### config.mk
export PLATFORM = sky130hd
export DESIGN_NAME = mmfl_top
export DESIGN_NICKNAME = d
export VERILOG_FILES = /design/src/design/mmfl_pkg.sv /design/src/design/mmfl_latch4.sv /design/src/design/mmfl_init_timer.sv /design/src/design/mmfl_top.sv
export SDC_FILE = /design/constraint.sdc
export NUM_CORES = 1
export LEC_CHECK = 0
export BUFFER_PORTS_ARGS = -buffer_cell sky130_fd_sc_hd__clkbuf_2
export CORE_ASPECT_RATIO = 0.7
export CORE_MARGIN = 2
export CORE_UTILIZATION = 55
export DETAILED_ROUTE_END_ITERATION = 10
export GPL_ROUTABILITY_DRIVEN = 0
export PLACE_DENSITY = 0.79
export RECOVER_POWER = 25
export SLEW_MARGIN = 20
export SYNTH_ARGS = -nofsm -noshare
export SYNTH_HDL_FRONTEND = slang
export SYNTH_SLANG_ARGS = --single-unit
### constraint.sdc
create_clock -name clk_i -period 5.33 [get_ports clk_i]
set_clock_uncertainty 0.15 [all_clocks]
set_input_delay 1.066 -clock clk_i [delete_from_list [all_inputs] [get_ports clk_i]]
set_output_delay 1.066 -clock clk_i [all_outputs]
set_load 0.01 [all_outputs]
### src/design/mmfl_pkg.sv
package mmfl_pkg;

    // ****************************************************************
    // register map
    // ****************************************************************
    localparam logic [7:0] MMFL_TEMP_FLAG_OFS  = 8'h06;
    localparam logic [7:0] MMFL_SUPPLY_FLAG_OFS = 8'h07;
    localparam logic [7:0] MMFL_IRQ_STATUS_OFS = 8'h08;
    localparam logic [7:0] MMFL_IRQ_MASK_OFS   = 8'h09;

    // ****************************************************************
    // field positions
    // ****************************************************************
    localparam int MMFL_HI_ALARM_POS = 7;
    localparam int MMFL_LO_ALARM_POS = 6;
    localparam int MMFL_HI_WARN_POS  = 5;
    localparam int MMFL_LO_WARN_POS  = 4;
    localparam int MMFL_INIT_POS     = 0;

    // interrupt status/mask layout: bit 0 temp event, bit 1 supply event, bit 2 init done
    localparam int MMFL_IRQ_TEMP_POS   = 0;
    localparam int MMFL_IRQ_SUPPLY_POS = 1;
    localparam int MMFL_IRQ_INIT_POS   = 2;
    localparam int MMFL_IRQ_BITS       = 3;

    // ****************************************************************
    // reset values and timing
    // ****************************************************************
    localparam logic [7:0] MMFL_FLAG_RST   = 8'h00;
    localparam logic [2:0] MMFL_IRQ_RST    = 3'h0;
    localparam int         MMFL_INIT_NS    = 1000;
    localparam int         MMFL_CLK_NS     = 8;
    localparam int         MMFL_INIT_CYC   = (MMFL_INIT_NS + MMFL_CLK_NS - 1) / MMFL_CLK_NS;

endpackage

### src/design/mmfl_latch4.sv
`timescale 1ns/100ps
module mmfl_latch4
    import mmfl_pkg::*;
(
    input  wire logic       clk_i,
    input  wire logic       resetn_i,
    input  wire logic [3:0] cond_i,
    input  wire logic       rd_clr_i,
    output logic      [3:0] flags_o,
    output logic            rise_o
);
    // ****************************************************************
    // state
    // ****************************************************************
    typedef struct packed {
        logic [3:0] flags;
        logic [3:0] cond_d;
    } mmfl_l4_state_t;

    mmfl_l4_state_t st_ff;
    mmfl_l4_state_t nxt_st;
    logic [3:0]     set_v;

    always_comb begin
        nxt_st = st_ff;
        set_v  = cond_i & ~st_ff.cond_d;
        // a live condition re-sets on the read cycle so it is never lost
        if (rd_clr_i) begin
            nxt_st.flags = cond_i | set_v;
        end else begin
            nxt_st.flags = st_ff.flags | set_v | cond_i;
        end
        nxt_st.cond_d = cond_i;
    end

    always_ff @(posedge clk_i or negedge resetn_i) begin
        if (!resetn_i) begin
            st_ff <= '0;
        end else begin
            st_ff <= nxt_st;
        end
    end

    assign flags_o = st_ff.flags;
    assign rise_o  = |(st_ff.cond_d & ~st_ff.flags) | 1'b0;
endmodule

### src/design/mmfl_init_timer.sv
`timescale 1ns/100ps
module mmfl_init_timer
    import mmfl_pkg::*;
#(
    parameter int INIT_CYC = MMFL_INIT_CYC
) (
    input  wire logic clk_i,
    input  wire logic resetn_i,
    output logic      done_o
);
    // the counter is 16 bits wide, so longer init times cannot be served
    if (INIT_CYC < 1 || INIT_CYC > 65535) begin : g_bad_init_cyc
        $error("INIT_CYC out of range");
    end

    typedef struct packed {
        logic [15:0] cnt;
        logic        done;
    } mmfl_it_state_t;

    mmfl_it_state_t st_ff;
    mmfl_it_state_t nxt_st;

    always_comb begin
        nxt_st = st_ff;
        if (!st_ff.done) begin
            if (st_ff.cnt == 16'(INIT_CYC - 1)) begin
                nxt_st.done = 1'b1;
            end else begin
                nxt_st.cnt = 16'(st_ff.cnt + 16'h0001);
            end
        end
    end

    always_ff @(posedge clk_i or negedge resetn_i) begin
        if (!resetn_i) begin
            st_ff <= '0;
        end else begin
            st_ff <= nxt_st;
        end
    end

    assign done_o = st_ff.done;
endmodule

### src/design/mmfl_top.sv
// Functional notes
// - temp byte: bit 7 latched high alarm, bit 6 latched low alarm
// - temp byte: bit 5 latched high temperature warning
// - temp byte: bit 4 latched low temperature warning
// - temp bit 0 sets when init finishes, clears when byte is read
// - supply byte: bit 7 latched high voltage alarm
// - supply byte: bit 6 latched low voltage alarm
// - supply byte: bit 5 latched high voltage warning
// - supply byte: bit 4 latched low voltage warning
//
// Local design decision: strobed register access.
`timescale 1ns/100ps
module mmfl_top
    import mmfl_pkg::*;
#(
    parameter int INIT_CYC = MMFL_INIT_CYC
) (
    input  wire logic       clk_i,
    input  wire logic       resetn_i,
    input  wire logic       temp_hi_alarm_i,
    input  wire logic       temp_lo_alarm_i,
    input  wire logic       temp_hi_warn_i,
    input  wire logic       temp_lo_warn_i,
    input  wire logic       vcc_hi_alarm_i,
    input  wire logic       vcc_lo_alarm_i,
    input  wire logic       vcc_hi_warn_i,
    input  wire logic       vcc_lo_warn_i,
    input  wire logic [7:0] addr_i,
    input  wire logic [7:0] wdata_i,
    input  wire logic       wr_i,
    input  wire logic       rd_i,
    output logic      [7:0] rdata_o,
    output logic            irq_o
);
    // ****************************************************************
    // state
    // ****************************************************************
    typedef struct packed {
        logic [7:0]               rdata;
        logic                     irq;
        logic                     init_flag;
        logic                     init_seen;
        logic [MMFL_IRQ_BITS-1:0] irq_status;
        logic [MMFL_IRQ_BITS-1:0] irq_mask;
    } mmfl_state_t;

    mmfl_state_t st_ff;
    mmfl_state_t nxt_st;

    logic [3:0] temp_flags;
    logic [3:0] vcc_flags;
    logic       init_done;
    logic       rd_temp;
    logic       rd_vcc;
    logic [3:0] temp_prev_ff;
    logic [3:0] vcc_prev_ff;

    function automatic logic [7:0] flag_byte(input logic [3:0] f, input logic low);
        // upper nibble holds the four latches; low bits reserved except bit 0
        flag_byte = {f, 3'h0, low};
    endfunction

    assign rd_temp = rd_i && (addr_i == MMFL_TEMP_FLAG_OFS);
    assign rd_vcc  = rd_i && (addr_i == MMFL_SUPPLY_FLAG_OFS);

    // ****************************************************************
    // latches
    // ****************************************************************
    mmfl_latch4 u_temp (
        .clk_i    (clk_i),
        .resetn_i (resetn_i),
        .cond_i   ({temp_hi_alarm_i, temp_lo_alarm_i, temp_hi_warn_i, temp_lo_warn_i}),
        .rd_clr_i (rd_temp),
        .flags_o  (temp_flags),
        .rise_o   ()
    );

    mmfl_latch4 u_vcc (
        .clk_i    (clk_i),
        .resetn_i (resetn_i),
        .cond_i   ({vcc_hi_alarm_i, vcc_lo_alarm_i, vcc_hi_warn_i, vcc_lo_warn_i}),
        .rd_clr_i (rd_vcc),
        .flags_o  (vcc_flags),
        .rise_o   ()
    );

    mmfl_init_timer #(
        .INIT_CYC (INIT_CYC)
    ) u_init (
        .clk_i    (clk_i),
        .resetn_i (resetn_i),
        .done_o   (init_done)
    );

    // previous flag values for interrupt event detection
    always_ff @(posedge clk_i or negedge resetn_i) begin
        if (!resetn_i) begin
            temp_prev_ff <= 4'h0;
            vcc_prev_ff  <= 4'h0;
        end else begin
            temp_prev_ff <= temp_flags;
            vcc_prev_ff  <= vcc_flags;
        end
    end

    // ****************************************************************
    // register file
    // ****************************************************************
    always_comb begin
        logic [MMFL_IRQ_BITS-1:0] ev;
        logic [MMFL_IRQ_BITS-1:0] clr;
        ev  = '0;
        clr = '0;
        nxt_st = st_ff;

        // init flag: one-shot set when the init timer first completes
        if (init_done && !st_ff.init_seen) begin
            nxt_st.init_flag = 1'b1;
            nxt_st.init_seen = 1'b1;
            ev[MMFL_IRQ_INIT_POS] = 1'b1;
        end else if (rd_temp) begin
            nxt_st.init_flag = 1'b0;
        end

        ev[MMFL_IRQ_TEMP_POS]   = |(temp_flags & ~temp_prev_ff);
        ev[MMFL_IRQ_SUPPLY_POS] = |(vcc_flags & ~vcc_prev_ff);

        if (wr_i && addr_i == MMFL_IRQ_STATUS_OFS) begin
            clr = wdata_i[MMFL_IRQ_BITS-1:0];
        end
        if (wr_i && addr_i == MMFL_IRQ_MASK_OFS) begin
            nxt_st.irq_mask = wdata_i[MMFL_IRQ_BITS-1:0];
        end
        // set wins over a simultaneous write-one clear
        nxt_st.irq_status = (st_ff.irq_status & ~clr) | ev;
        nxt_st.irq        = |(nxt_st.irq_status & nxt_st.irq_mask);

        nxt_st.rdata = 8'h00;
        if (rd_i) begin
            case (addr_i)
                MMFL_TEMP_FLAG_OFS:   nxt_st.rdata = flag_byte(temp_flags, st_ff.init_flag);
                MMFL_SUPPLY_FLAG_OFS: nxt_st.rdata = flag_byte(vcc_flags, 1'b0);
                MMFL_IRQ_STATUS_OFS:  nxt_st.rdata = {5'h00, st_ff.irq_status};
                MMFL_IRQ_MASK_OFS:    nxt_st.rdata = {5'h00, st_ff.irq_mask};
                default:              nxt_st.rdata = 8'h00;
            endcase
        end
    end

    always_ff @(posedge clk_i or negedge resetn_i) begin
        if (!resetn_i) begin
            st_ff.rdata      <= MMFL_FLAG_RST;
            st_ff.irq        <= 1'b0;
            st_ff.init_flag  <= 1'b0;
            st_ff.init_seen  <= 1'b0;
            st_ff.irq_status <= MMFL_IRQ_RST;
            st_ff.irq_mask   <= MMFL_IRQ_RST;
        end else begin
            st_ff <= nxt_st;
        end
    end

    assign rdata_o = st_ff.rdata;
    assign irq_o   = st_ff.irq;
endmodule

# Word-level counts from Yosys, hierarchy flattened

Index checks and enable logic that the tools add are counted.
Widths: inputs -> output; s select.

Logic and storage cells: 62
Flip-flop bits (word level): 58
Bits of input ports: 28

Reductions and logical operators: 11
$add $sub $neg: 1
Equal/unequal tests: 5
Bitwise gates (word level): 20
Multiplexer cells: 11

Operator list:

| kind                  | count |
|---|---|
| $pmux 8 s4            | 1 |
| $or 4x4->4            | 6 |
| $add 16x1->16 const B | 1 |
| $and 4x4->4           | 4 |
| $eq 16x7->1 const B   | 1 |
| $eq 8x3->1 const B    | 2 |
| $eq 8x4->1 const B    | 2 |
| $not 4->4             | 4 |
| $mux 4                | 2 |
| $mux 8                | 1 |
| $reduce_or 4->1       | 2 |
| $and 3x3->3           | 2 |
| $mux 3                | 2 |
| $logic_and 1x1->1     | 5 |
| $mux 1                | 5 |
| $not 3->3             | 1 |
| $or 3x3->3            | 1 |
| $reduce_or 3->1       | 1 |
| $not 1->1             | 2 |
| $reduce_and 2->1      | 1 |
| $reduce_bool 2->1     | 1 |
| $logic_not 1->1       | 1 |

# Longest topological paths before layout

Word-level depth: 8
Gate-level depth with buffers: 6

# By module

Synthesis repeated with hierarchy kept, for this count alone.

Cells, all modules: 204
Area, all modules: 2492.4 um^2

By module, submodules not included:

| module          | area each (um^2) | cells an instance | instances | sequential area each (um^2) |
|---|---|---|---|---|
| mmfl_top        | 1086.0           | 90                | 1         | 600.6 |
| mmfl_init_timer | 815.8            | 70                | 1         | 425.4 |
| mmfl_latch4     | 295.3            | 22                | 2         | 200.2 |

# Least setup slack after synthesis

No wires, ideal clock.

Path type: input port to flip-flop
Start point: input port addr_i[5]
End point: register st_ff (netlist bit irq_o)
Required time: 5.054 ns
Cell stages on the path: 5
Setup time: 0.126 ns
Data arrival time: 2.439 ns
Path buffers: 0
Setup slack: 2.615 ns
Cell sequence: nor4_4 -> and3_2 -> mux2_2 -> and2_1 -> a221o_1

RTL lines:

| what                 | line            | RTL |
|---|---|---|
| from (decl)          | mmfl_top.sv:28  | `input wire logic [7:0] addr_i,` |
| to (signal assigned) | mmfl_top.sv:159 | `st_ff <= nxt_st;` |
| to (decl)            | mmfl_top.sv:47  | `mmfl_state_t st_ff;` |

==> out/qor.csv <==
stage,metric,value,unit
power_and_ir_drop,peak supply drop,0.0001506,V
yosys,"Cell Area, Synth",2092,um^2
sta,final setup violation count,0,
outcome,status,"finished, violations left",
yosys,"Top FF cell, synth",dfrtp_1,
global_route,global-route wire length before repair,6251,um
routing,DRT antenna net count,0,
job,Max-Cap Viols,1,
global_route,met1 usage,27.56,%
yosys,Synth Area per Inst,12.45,um^2
yosys,Yosys cell types,42,
critical_path,CP Data Required Time,5.07,ns
routing,via count,1340,
critical_path,"delay-heaviest family, CP",buffers and inverters,
yosys,Mapped Nets,198,
routing,detailed-route DRC error count,0,
critical_path,worst setup path class,input pin to async pin,
sta,Fmax,324.5,MHz
outcome,failing checks,"max-capacitance violations, max-slew violations",
placement,area post-placement,2236,um^2
global_route,routing usage on met2,27.09,%
routing,Total Wirelength,3619,um
routing,Via-to-Cell Ratio,5.447,
final_layout,design area,2347,um^2
power_and_ir_drop,Leakage,1.079,nW
yosys,sequential fraction of the synthesis area,58.61,%
placement,Final HPWL DP,2676,um
critical_path,Worst Reg-to-Reg Cells,6,
critical_path,terminus of the critical flop-to-flop path,u_init.st_ff[4],
routing,Pre-Repair DR Iteration Count,4,
yosys,ys async rst share,100.0,%
sta,Final Max Tran Viols,50,
clock_tree,Setup Buffers After CTS,0,
critical_path,worst path cell trace,clkbuf_1,
sta,RSZ-0062 raised after global routing,no,
critical_path,"slowest stage delay, CP",1.73,ns
final_layout,Final Non-Filler Cells,246,
die,Chip Width,77.72,um
critical_path,CP Max Fanout,49,
global_route,vias in the first global route,1293,
critical_path,Worst setup EP type,async pin,
critical_path,Startpoint Class,input pin,
clock_tree,Root Driver,clkbuf_8,
clock_tree,Max Root-Sink Buffers,2,
die,core area,3581,um^2
yosys,synthesized flop and latch total,49,
final_layout,ant diodes,0,
die,Initial Utilization,58.42,%
global_route,Overflow after GRT,0,
clock_tree,TritonCTS buffer count,5,
worst_hold_path,hold wc startpoint,u_vcc.flags_o[2],
final_layout,layout cell share with drive strength beyond 1,25.00,%
die,die height,55.60,um
sta,"Hold Vio Cnt, Final",0,
routing,Routed WL per cell,14.71,um
clock_tree,Post-CTS Hold Buffers,0,
global_route,All-Layer GR Usage,19.25,%
routing,DRT iter0 DRCs,121,
critical_path,"Arr. time, crit path",2.83,ns
sta,setup_tns,0,ns
worst_hold_path,hold endpoint,vcc_prev_ff[2],
clock_tree,Num Clock Sinks,49,
yosys,Ys Warns,0,
sta,slew margin rel.,-65.78,%
critical_path,Critical path origin,resetn_i,
die,row count,18,
die,Die ar.,4321,um^2
worst_hold_path,worst hold path type,register to register,
power_and_ir_drop,Pwr per Cell Area,284.1,nW/um^2
placement,# placed instances,238,
critical_path,slowest cell on the critical path,clkbuf_1,
yosys,cells after synthesis,168,
placement,Buffers on Ports,30,
critical_path,worst flop-to-flop path startpoint,u_init.st_ff[1],
sta,Worst-Margin Slew,2.487,ns
global_route,initial antenna violation count,0,
clock_tree,Skew-Pair Late Insertion Delay,0.30,ns
sta,Tmin final,3.082,ns
sta,final worst-path cycle share,57.82,%
clock_tree,CTS tree,done,
clock_tree,"Reg clk slew, reported paths",0.09,ns
global_route,pin count of the biggest net entering global routing,50,
die,I/O Pins,37,
critical_path,Worst Path Buf+Inv,1,
global_route,Top Usage Layer GRT,met1,
worst_hold_path,hold depth,0,
clock_tree,post-CTS sizing,0,
global_route,GR Layer Usage met3,6.656,%
final_layout,"Area growth, synth to finish",12.20,%
clock_tree,H-tree lvl count,2,
yosys,"EDFF count, synth",0,
critical_path,Worst R2R Setup Slack,3.24,ns
final_layout,Final #Nets,225,
## routing by layer
layer	wire length, um	share of wire, %
met1	1755	48
met4	75	2.1
met5	0	0
met2	1584	44
met3	204	5.6
## final cells by class
class | instances | area, um^2
Timing Repair Buffer | 30 | 148.9
Sequential cell | 49 | 1226
Fill cell | 262 | 1234
Tap cell | 50 | 62.56
Inverter | 8 | 30.03
Clock buffer | 5 | 68.82
Multi-Input combinational cell | 101 | 767.0
Clock inverter | 3 | 43.79
## sequential cells by signal (all words and copies together), names as in the netlist
register,count
u_temp.flags_o,4
u_init.st_ff,16
vcc_prev_ff,4
u_init.done_o,1
rdata_o,7
st_ff,8
irq_o,1
temp_prev_ff,4
u_vcc.flags_o,4
## metrics by stage
stage	setup slack [ns]	power (W)	utilization, %	hold WS (ns)
after floorplan	2.615	0.0003919	-	0.2450
final	2.248	0.0006668	65.55	0.2948
after global routing	1.684	0.0006969	65.55	0.3085
after detailed placement	2.346	0.0004105	62.44	0.2734
after CTS	2.662	0.0006715	65.58	0.2946
after global placement	2.365	0.0004091	62.44	0.2611
## power breakdown
group	switching, W	internal, W	total (W)
Clock	0.000124	0.000141	0.000264
Combinational	0.0000159	0.0000112	0.0000271
Sequential	0.00000131	0.000374	0.000375
## cells in the final DEF (no fill, tap or decap), types with 5 or more instances in the layout
| cell type | n |
|---|---|
| a21o_1 | 11 |
| clkbuf_2 | 29 |
| clkbuf_8 | 5 |
| dfrtp_1 | 49 |
| inv_1 | 8 |
| nand2_1 | 9 |
| nand3_1 | 6 |
| nor2_1 | 8 |
| xnor2_1 | 14 |
## cell usage after synthesis (2+ instances only)
library cell  count  share of area, %
dfrtp_1          49                59
a22oi_1           4               1.4
mux2i_1           2              0.96
nor4_1            2              0.60
ha_1              2               1.2
nor2_1            8               1.4
nand2b_1          4               1.2
xnor2_1          14               5.9
nand4_1           4               1.2
nand2_1           9               1.6
and3_2            2              0.72
mux2_2            4               2.2
buf_4             8               2.9
nand4b_1          3               1.3
and3_1            3              0.90
inv_1             8               1.4
nand3_1           6               1.4
a21o_1           11               3.9
o22ai_1           2              0.60
## cells by family after synthesis
kind of cell	after synthesis	share of synthesized area, %
AND/OR/NAND/NOR	52	15.49
XOR/XNOR	15	6.280
other	1	0.1793
multiplexers	6	3.110
buffers and inverters	18	4.725
AO/OA/AOI/OAI	25	10.41
flip-flops	49	58.61
adder cells (fa/ha/maj)	2	1.196
## how the worst max path moves through the flow
stage	end	slack, ns	cells after the start
floorplan	irq_o	2.61	5
global placement	irq_o	2.36	6
detailed placement	irq_o	2.35	6
CTS	irq_o	2.66	6
global route	st_ff[4]	1.68	1
finish	irq_o	2.25	1
Power figures use the tool's default switching activity.
